$ cat config.mk
export PLATFORM = sky130hd
export DESIGN_NAME = pdc_top
export DESIGN_NICKNAME = d
export VERILOG_FILES = /design/src/pdc_spi_slave.v /design/src/pdc_top.v
export VERILOG_INCLUDE_DIRS = /design/src
export SDC_FILE = /design/constraint.sdc
export NUM_CORES = 1
export LEC_CHECK = 0
export ABC_AREA = 1
export CORE_UTILIZATION = 60
export DETAILED_ROUTE_END_ITERATION = 8
export DONT_BUFFER_PORTS = 1
export GPL_TIMING_DRIVEN = 0
export PLACE_DENSITY = 0.83
export SYNTH_ARGS = -nofsm -noshare
export SYNTH_HDL_FRONTEND = slang
export SYNTH_HIERARCHICAL = 1
export SYNTH_SLANG_ARGS = --single-unit
export TNS_END_PERCENT = 20
$ cat constraint.sdc
create_clock -name clk -period 1.88 [get_ports clk]
set_clock_uncertainty 0.2 [all_clocks]
set_input_delay 0.094 -clock clk [delete_from_list [all_inputs] [get_ports clk]]
set_output_delay 0.094 -clock clk [all_outputs]
set_load 0.03 [all_outputs]
$ cat src/pdc_map.vh
// Purpose: Register offsets, field positions, reset values and serial frame constants
//          for the PLL divider configuration block.
// Assumes: Byte-wide registers reached over a three-wire serial port.
// Notes:   Included by both design files; definitions only.
`ifndef PDC_MAP_VH
`define PDC_MAP_VH

// Register byte addresses.
`define PDC_ADDR_FB_HI 7'h00
`define PDC_ADDR_FB_LO 7'h01
`define PDC_ADDR_AUX_LO 7'h02
`define PDC_ADDR_AUX_HI 7'h03
`define PDC_ADDR_REF_HI 7'h04
`define PDC_ADDR_REF_LO 7'h05
`define PDC_ADDR_SFB_HI 7'h08
`define PDC_ADDR_SFB_LO 7'h09
`define PDC_ADDR_BYPASS 7'h0a
`define PDC_ADDR_SIN 7'h0c
`define PDC_ADDR_OSC 7'h1f

// Field positions inside the byte registers.
`define PDC_PHASE_MSB 7
`define PDC_PHASE_LSB 5
`define PDC_AUX_PD_BIT 4
`define PDC_HI_NIB_MSB 3
`define PDC_AUX_B8_BIT 7
`define PDC_FB_PATH_BIT 0
`define PDC_DOUBLER_BIT 7
`define PDC_SIN_MSB 5

// Reset values.
`define PDC_RST_FB_DIV 12'hc00
`define PDC_RST_REF_DIV 12'hc00
`define PDC_RST_AUX_DIV 9'h060
`define PDC_RST_SFB_DIV 9'h018
`define PDC_RST_SIN_DIV 6'h00
`define PDC_RST_PHASE 3'h0

// Lowest legal ratios and sample phase.
`define PDC_MIN_MAIN_DIV 12'h001
`define PDC_MIN_AUX_DIV 9'h004
`define PDC_MIN_SFB_DIV 9'h008
`define PDC_MIN_PHASE 3'h2

// Serial frame: read flag, 7 address bits, 8 data bits, most significant first.
`define PDC_FRAME_BITS 5'h10
`define PDC_ADDR_BITS 5'h08

`endif

$ cat src/pdc_spi_slave.v
// Purpose: Three-wire serial slave that turns frames into register reads and writes.
// Assumes: Serial clock idles low; each half period lasts at least four clk cycles.
// Notes:   All pins pass two flip-flops before any logic looks at them.
`timescale 1ns/1ns
`include "pdc_map.vh"

module pdc_spi_slave (
    input wire clk,
    input wire srst,
    input wire spi_sclk,
    input wire spi_cs_n,
    input wire spi_sdio_in,
    output reg spi_sdio_out,
    output reg spi_sdio_oe,
    input wire [7:0] rd_data,
    output reg [6:0] reg_addr,
    output reg [7:0] wr_data,
    output reg wr_stb
);
    reg sclk_s1_reg;
    reg sclk_s2_reg;
    reg sclk_s3_reg;
    reg cs_s1_reg;
    reg cs_s2_reg;
    reg din_s1_reg;
    reg din_s2_reg;
    reg [4:0] bit_cnt_reg;
    reg [6:0] shift_reg;
    reg [7:0] dout_reg;
    reg read_reg;
    reg load_reg;
    wire sclk_rise;
    wire sclk_fall;

    assign sclk_rise = sclk_s2_reg & ~sclk_s3_reg;
    assign sclk_fall = ~sclk_s2_reg & sclk_s3_reg;

    always @(posedge clk) begin
        if (srst) begin
            sclk_s1_reg <= 1'b0;
            sclk_s2_reg <= 1'b0;
            sclk_s3_reg <= 1'b0;
            cs_s1_reg <= 1'b1;
            cs_s2_reg <= 1'b1;
            din_s1_reg <= 1'b0;
            din_s2_reg <= 1'b0;
            bit_cnt_reg <= 5'h00;
            shift_reg <= 7'h00;
            dout_reg <= 8'h00;
            read_reg <= 1'b0;
            load_reg <= 1'b0;
            reg_addr <= 7'h00;
            wr_data <= 8'h00;
            wr_stb <= 1'b0;
            spi_sdio_out <= 1'b0;
            spi_sdio_oe <= 1'b0;
        end else begin
            sclk_s1_reg <= spi_sclk;
            sclk_s2_reg <= sclk_s1_reg;
            sclk_s3_reg <= sclk_s2_reg;
            cs_s1_reg <= spi_cs_n;
            cs_s2_reg <= cs_s1_reg;
            din_s1_reg <= spi_sdio_in;
            din_s2_reg <= din_s1_reg;
            wr_stb <= 1'b0;
            load_reg <= 1'b0;
            if (cs_s2_reg) begin
                // Deselect aborts any partial frame, so a torn write never lands.
                bit_cnt_reg <= 5'h00;
                spi_sdio_oe <= 1'b0;
                read_reg <= 1'b0;
            end else begin
                if (sclk_rise && bit_cnt_reg != `PDC_FRAME_BITS) begin
                    shift_reg <= {shift_reg[5:0], din_s2_reg};
                    bit_cnt_reg <= bit_cnt_reg + 5'h01;
                    if (bit_cnt_reg == `PDC_ADDR_BITS - 5'h01) begin
                        reg_addr <= {shift_reg[5:0], din_s2_reg};
                        read_reg <= shift_reg[6];
                        load_reg <= shift_reg[6];
                    end
                    if (bit_cnt_reg == `PDC_FRAME_BITS - 5'h01 && !read_reg) begin
                        wr_data <= {shift_reg[6:0], din_s2_reg};
                        wr_stb <= 1'b1;
                    end
                end
                if (load_reg) begin
                    // Address is settled one cycle after capture, so read data is taken here.
                    dout_reg <= rd_data;
                    spi_sdio_out <= rd_data[7];
                    spi_sdio_oe <= 1'b1;
                end else if (sclk_fall && spi_sdio_oe) begin
                    dout_reg <= {dout_reg[6:0], 1'b0};
                    spi_sdio_out <= dout_reg[6];
                end
            end
        end
    end
endmodule

$ cat src/pdc_top.v
// Purpose: Divider configuration registers of a two-stage clock PLL behind a serial port.
// Assumes: Pins come from outside the clk domain; reset is synchronous and active high.
// Notes:   Ratios are stored as written; out-of-range codes other than the sample phases and a powered-down aux ratio are flagged, not corrected.
`timescale 1ns/1ns
`include "pdc_map.vh"

module pdc_top (
    input wire clk,
    input wire srst,
    input wire spi_sclk,
    input wire spi_cs_n,
    input wire spi_sdio_in,
    output wire spi_sdio_out,
    output wire spi_sdio_oe,
    output wire [11:0] vcxo_loop_feedback_divide,
    output wire [2:0] feedback_divider_sample_phase,
    output wire [8:0] aux_feedback_divide,
    output wire aux_divider_powerdown,
    output wire feedback_path_extend,
    output wire [2:0] ref_divider_sample_phase,
    output wire [11:0] ref_input_predivide,
    output wire [8:0] synth_feedback_predivide,
    output wire [5:0] synth_input_predivide,
    output wire doubler_select,
    output wire first_stage_bypass,
    output wire oscillator_select,
    output reg aux_divider_enable,
    output reg first_stage_loop_enable,
    output reg synth_ref_doubled,
    output reg synth_ref_div_bypass,
    output reg [5:0] synth_ref_divide_eff,
    output reg config_range_error
);
    reg [11:0] fb_div_reg;
    reg [2:0] fb_phase_reg;
    reg [8:0] aux_div_reg;
    reg aux_pd_reg;
    reg fb_path_reg;
    reg [2:0] ref_phase_reg;
    reg [11:0] ref_div_reg;
    reg [8:0] sfb_div_reg;
    reg [5:0] sin_div_reg;
    reg doubler_reg;
    reg bypass_reg;
    reg osc_sel_reg;
    reg [7:0] rd_data_next;
    reg range_error_next;
    wire [6:0] reg_addr;
    wire [7:0] wr_data;
    wire wr_stb;

    pdc_spi_slave pdc_spi_slave_inst (
        .clk(clk),
        .srst(srst),
        .spi_sclk(spi_sclk),
        .spi_cs_n(spi_cs_n),
        .spi_sdio_in(spi_sdio_in),
        .spi_sdio_out(spi_sdio_out),
        .spi_sdio_oe(spi_sdio_oe),
        .rd_data(rd_data_next),
        .reg_addr(reg_addr),
        .wr_data(wr_data),
        .wr_stb(wr_stb)
    );

    // Register file; writes to unmapped addresses are dropped.
    always @(posedge clk) begin
        if (srst) begin
            fb_div_reg <= `PDC_RST_FB_DIV;
            ref_div_reg <= `PDC_RST_REF_DIV;
            aux_div_reg <= `PDC_RST_AUX_DIV;
            aux_pd_reg <= 1'b0;
            fb_phase_reg <= `PDC_RST_PHASE;
            ref_phase_reg <= `PDC_RST_PHASE;
            fb_path_reg <= 1'b0;
            sfb_div_reg <= `PDC_RST_SFB_DIV;
            sin_div_reg <= `PDC_RST_SIN_DIV;
            doubler_reg <= 1'b0;
            bypass_reg <= 1'b0;
            osc_sel_reg <= 1'b0;
        end else if (wr_stb) begin
            case (reg_addr)
                `PDC_ADDR_FB_HI: begin
                    fb_phase_reg <= wr_data[`PDC_PHASE_MSB:`PDC_PHASE_LSB];
                    aux_pd_reg <= wr_data[`PDC_AUX_PD_BIT];
                    fb_div_reg[11:8] <= wr_data[`PDC_HI_NIB_MSB:0];
                end
                `PDC_ADDR_FB_LO: begin
                    fb_div_reg[7:0] <= wr_data;
                end
                `PDC_ADDR_AUX_LO: begin
                    aux_div_reg[7:0] <= wr_data;
                end
                `PDC_ADDR_AUX_HI: begin
                    aux_div_reg[8] <= wr_data[`PDC_AUX_B8_BIT];
                    fb_path_reg <= wr_data[`PDC_FB_PATH_BIT];
                end
                `PDC_ADDR_REF_HI: begin
                    ref_phase_reg <= wr_data[`PDC_PHASE_MSB:`PDC_PHASE_LSB];
                    ref_div_reg[11:8] <= wr_data[`PDC_HI_NIB_MSB:0];
                end
                `PDC_ADDR_REF_LO: begin
                    ref_div_reg[7:0] <= wr_data;
                end
                `PDC_ADDR_SFB_HI: begin
                    sfb_div_reg[8] <= wr_data[0];
                end
                `PDC_ADDR_SFB_LO: begin
                    sfb_div_reg[7:0] <= wr_data;
                end
                `PDC_ADDR_BYPASS: begin
                    bypass_reg <= wr_data[0];
                end
                `PDC_ADDR_SIN: begin
                    doubler_reg <= wr_data[`PDC_DOUBLER_BIT];
                    sin_div_reg <= wr_data[`PDC_SIN_MSB:0];
                end
                `PDC_ADDR_OSC: begin
                    // The reserved code is stored and flagged so a bad write is visible.
                    osc_sel_reg <= wr_data[0];
                end
                default: begin
                    osc_sel_reg <= osc_sel_reg;
                end
            endcase
        end
    end

    // Read mux; reserved bits and unmapped addresses read as zero.
    always @* begin
        rd_data_next = 8'h00;
        case (reg_addr)
            `PDC_ADDR_FB_HI: begin
                rd_data_next = {fb_phase_reg, aux_pd_reg, fb_div_reg[11:8]};
            end
            `PDC_ADDR_FB_LO: begin
                rd_data_next = fb_div_reg[7:0];
            end
            `PDC_ADDR_AUX_LO: begin
                rd_data_next = aux_div_reg[7:0];
            end
            `PDC_ADDR_AUX_HI: begin
                rd_data_next = {aux_div_reg[8], 6'h00, fb_path_reg};
            end
            `PDC_ADDR_REF_HI: begin
                rd_data_next = {ref_phase_reg, 1'b0, ref_div_reg[11:8]};
            end
            `PDC_ADDR_REF_LO: begin
                rd_data_next = ref_div_reg[7:0];
            end
            `PDC_ADDR_SFB_HI: begin
                rd_data_next = {7'h00, sfb_div_reg[8]};
            end
            `PDC_ADDR_SFB_LO: begin
                rd_data_next = sfb_div_reg[7:0];
            end
            `PDC_ADDR_BYPASS: begin
                rd_data_next = {7'h00, bypass_reg};
            end
            `PDC_ADDR_SIN: begin
                rd_data_next = {doubler_reg, 1'b0, sin_div_reg};
            end
            `PDC_ADDR_OSC: begin
                rd_data_next = {7'h00, osc_sel_reg};
            end
            default: begin
                rd_data_next = 8'h00;
            end
        endcase
    end

    // Range check covers main, synth feedback and powered-up aux ratios and the oscillator code, but not the sample phases; the analog side sees raw codes.
    always @* begin
        range_error_next = 1'b0;
        if (fb_div_reg < `PDC_MIN_MAIN_DIV || ref_div_reg < `PDC_MIN_MAIN_DIV) begin
            range_error_next = 1'b1;
        end
        if (!aux_pd_reg && aux_div_reg < `PDC_MIN_AUX_DIV) begin
            range_error_next = 1'b1;
        end
        if (sfb_div_reg < `PDC_MIN_SFB_DIV) begin
            range_error_next = 1'b1;
        end
        if (osc_sel_reg) begin
            range_error_next = 1'b1;
        end
    end

    // Derived controls for the analog dividers, one cycle behind the registers.
    always @(posedge clk) begin
        if (srst) begin
            aux_divider_enable <= 1'b1;
            first_stage_loop_enable <= 1'b1;
            synth_ref_doubled <= 1'b0;
            synth_ref_div_bypass <= 1'b1;
            synth_ref_divide_eff <= `PDC_RST_SIN_DIV;
            config_range_error <= 1'b0;
        end else begin
            aux_divider_enable <= ~aux_pd_reg;
            first_stage_loop_enable <= ~bypass_reg;
            synth_ref_doubled <= doubler_reg;
            // The doubled path masks the pre-divider so a stale code cannot leak in.
            if (doubler_reg) begin
                synth_ref_divide_eff <= 6'h00;
                synth_ref_div_bypass <= 1'b1;
            end else begin
                synth_ref_divide_eff <= sin_div_reg;
                synth_ref_div_bypass <= (sin_div_reg == 6'h00);
            end
            config_range_error <= range_error_next;
        end
    end

    assign vcxo_loop_feedback_divide = fb_div_reg;
    assign feedback_divider_sample_phase = fb_phase_reg;
    assign aux_feedback_divide = aux_div_reg;
    assign aux_divider_powerdown = aux_pd_reg;
    assign feedback_path_extend = fb_path_reg;
    assign ref_divider_sample_phase = ref_phase_reg;
    assign ref_input_predivide = ref_div_reg;
    assign synth_feedback_predivide = sfb_div_reg;
    assign synth_input_predivide = sin_div_reg;
    assign doubler_select = doubler_reg;
    assign first_stage_bypass = bypass_reg;
    assign oscillator_select = osc_sel_reg;
endmodule

==> results.toml <==
[synth]
syn_inst = 752
yosys-top-cells-area = "dfxtp_1 (43%), nand2_1 (12%), nor2_1 (11%)"
ys_ff_latch = 116
yosysWarningCount = 6
syn-num-nets = 760
yosysTopAreaCell = "dfxtp_1"
synth.avg_cell_area_um2 = 7.16
synth_top_area_share_pct = 43.2
yosysUniqueCellTypes = 33
ys_seq_area_share_pct = 43.2
syn_area_mm2 = 0.00538

[place]
gp_congestion = 0.966
hpwl_um = 10500
dp_slack_ns = -0.120
io_buffers = 0

[setup_path]
cpLargestDelayFamily = "simple AND/OR/NAND/NOR gates"
crit_slowest_cell = "dfxtp_2"
worstPathRequired_ns = 2.10
slowest_delay_ns = 0.35
path_max_fanout = 10
worstSetupEndpointType = "flop"
cp_common_cell = "nor2_1"
cp.arrival_ns = 2.12
path_buf_inv = 2
startpoint_type = "flop"
cp_cell_sequence = "inv_2 -> nand2_4 -> nor2_8 -> buf_6 -> nand3_1 -> o21ai_0 -> nor2_1 -> nand2_1 -> nand2_1 -> o21ai_0 -> nor2_1 -> nor2_1"
critPathKind = "flop to flop"

[route]
ant_nets = 0
drc = 0
drt_first_pass_iters = 5
finalWirelength_um = 16100
routedWlPerCell_um = 17.4
via_per_inst = 5.71
drt_iter0_markers = 466
vias = 5255

[timing]
finalWorstSetupSlack_ns = -0.0145
finalMaxSlewViolations = 0
period_minus_slack_ns = 1.89
worst_pin_slew_ns = 0.686
fin_crit_sh_pct = 101
setup_viol = 1
rsz0062_at_grt = "yes"
hold_viol_final = 0
max-slew-margin-rel_pct = 54.3
fmax_ghz = 0.528

[clock_network]
cts_root_buf = "clkbuf_8"
clk_pin_slew_ns = 0.06
clk_path_buf_depth = 2
insertion_delay_ns = 0.53
cts_sinks = 116
cts_tree = "yes"
cts_made_buffers = 17
htreeDepth = 4

[pwr]
ir_worst_vdd_uv = 636
p_leak_nw = 2.76
power_density_mw_per_mm2 = 898

[die]
dieArea_mm2 = 0.00935
io_pins = 77
row_count = 34
start_util_pct = 61.7
coreArea_mm2 = 0.00872
dieHeight_um = 96.7
fp.dieW_um = 96.7

[global_route]
grt_antenna_before_repair = 0
grt_pass1_vias = 4814
grt_pass1_wl_um = 24800
grtUsageTotal_pct = 34.2
grt_max_degree = 17
overflow = 0

[min_path]
hp-class = "primary input to flop"

[status]
violations = "negative setup slack"
outcome = "complete, but fails checks"

[cells_and_area]
nets = 808
diodes = 0
area_delta_synth_final_pct = 20.6
drive_above_1_share_pct = 18.7
final_util_pct = 74.4
fillers = 660

[run]
cap_violations = 0
-- kinds of logic (layout without fill, tap and decap cells) --
| group | count (synthesis) | count (layout) | share of synthesized area (%) |
|---|---|---|---|
| AOI/OAI and AO/OA | 89 | 89 | 9.11 |
| and+or+nand+nor | 444 | 445 | 38.9 |
| adders and majority gates | 3 | 3 | 0.698 |
| DFF | 116 | 116 | 43.2 |
| buffers and inverters | 100 | 160 | 8.16 |
-- Yosys cell counts --
cell and number:
buf_6 4, clkinv_2 1, nand2_1 172, nand2_2 9
a21oi_2 5, nor2_4 10, clkbuf_1 6, inv_1 63
ha_1 3, or2_2 4, o21ai_0 42, nand4_4 2
buf_4 1, o21ai_2 1, nand3_1 58, a31oi_1 1
o31ai_1 1, clkinv_4 2, nor2_8 4, o21ai_1 4
inv_4 1, nand3_4 5, nand4_1 18, a21oi_1 31
buf_2 13, nor3_1 3, dfxtp_1 116, inv_2 9
nand2_4 3, nor2_1 155, or2_4 1, a21oi_4 1
o211ai_1 3
-- layout make-up --
cell class,instances,area [um2],share of cell area [%]
clock inverters,12,154,2.37
multi-input cells,537,2710,41.8
flip-flops and latches,116,2340,36.0
repair buffers,28,246,3.80
clock buffers,20,445,6.86
well taps,108,135,2.08
plain buffers,24,163,2.51
inverters,76,299,4.61
-- worst paths after layout --
| kind | from | end | slack [ns] | depth (start not counted) |
|---|---|---|---|---|
| setup / recovery | pdc_spi_slave_inst/reg_addr[6] | pdc_spi_slave_inst/dout_reg[5] | -0.01 | 12 |
| hold reg to reg | pdc_spi_slave_inst/sclk_s1_reg | pdc_spi_slave_inst/sclk_s2_reg | 0.21 | 2 |
| setup reg to reg | pdc_spi_slave_inst/reg_addr[6] | pdc_spi_slave_inst/dout_reg[5] | -0.01 | 12 |
| hold / removal | srst | pdc_spi_slave_inst/cs_s2_reg | 0.02 | 2 |
-- timing repair --
action	in CTS	in global routing
endpoints found under the hold margin	52	0
cloned	1	0
gates resized for setup	15	40
hold buffers	13	0
endpoints found under the setup margin	14	14
pin swaps	5	15
setup buffers	3	12
-- routing by layer --
metal  vias to the layer above  share of wire [%]  GRT usage (%)
li1                       2516                  -              -
met1                      2405                 39           40.6
met2                       268                 47           54.7
met3                        66                8.1           8.89
met4                         0                5.5           22.2
met5                         -                  0              0
-- placed cells by master (no fill, tap or decap), types with 2 or more instances in the layout --
cell             n
nand2_2         13
nor2_4          11
buf_2           10
nor2_2           3
dfxtp_1        107
a21oi_1         31
nand2_1        165
clkinv_4         4
buf_4           15
or2_2            4
o211ai_1         3
nand3_1         58
clkinv_2         4
nand4_4          2
clkinvlp_4       3
inv_1           60
nor2_1         151
a21oi_2          5
o21ai_0         31
nor2_8           4
dlygate4sd3_1   13
nand4_1         18
nor3_1           3
nand3_4          5
inv_2           12
buf_6            7
o21ai_1         11
dfxtp_2          8
clkbuf_16       16
bufinv_16        3
clkbuf_1         7
nand2_4          6
clkbuf_8         3
o21ai_2          5
-- stage by stage --
stage	instances	hold slack, ns	setup TNS (ns)	total power, mW	instance area [um2]
3_3_place_gp	860	-0.0122	-0.278	2.61	5520
6_report	921	0.0165	-0.0145	5.83	6490
4_1_cts	909	0.00887	0	5.82	6310
5_1_grt	921	0.0191	-0.244	5.96	6490
2_1_floorplan	752	-0.0222	0	2.59	5380
3_5_place_dp	860	-0.0104	-0.458	2.61	5520
-- power by group --
part | switching (mW) | total [mW] | internal [mW]
Clock | 1.16 | 3.24 | 2.09
Combinational | 0.0763 | 0.113 | 0.0371
Sequential | 0.00496 | 2.47 | 2.47
Total | 1.24 | 5.83 | 4.59
No activity file was read; power rests on OpenSTA's default activity.
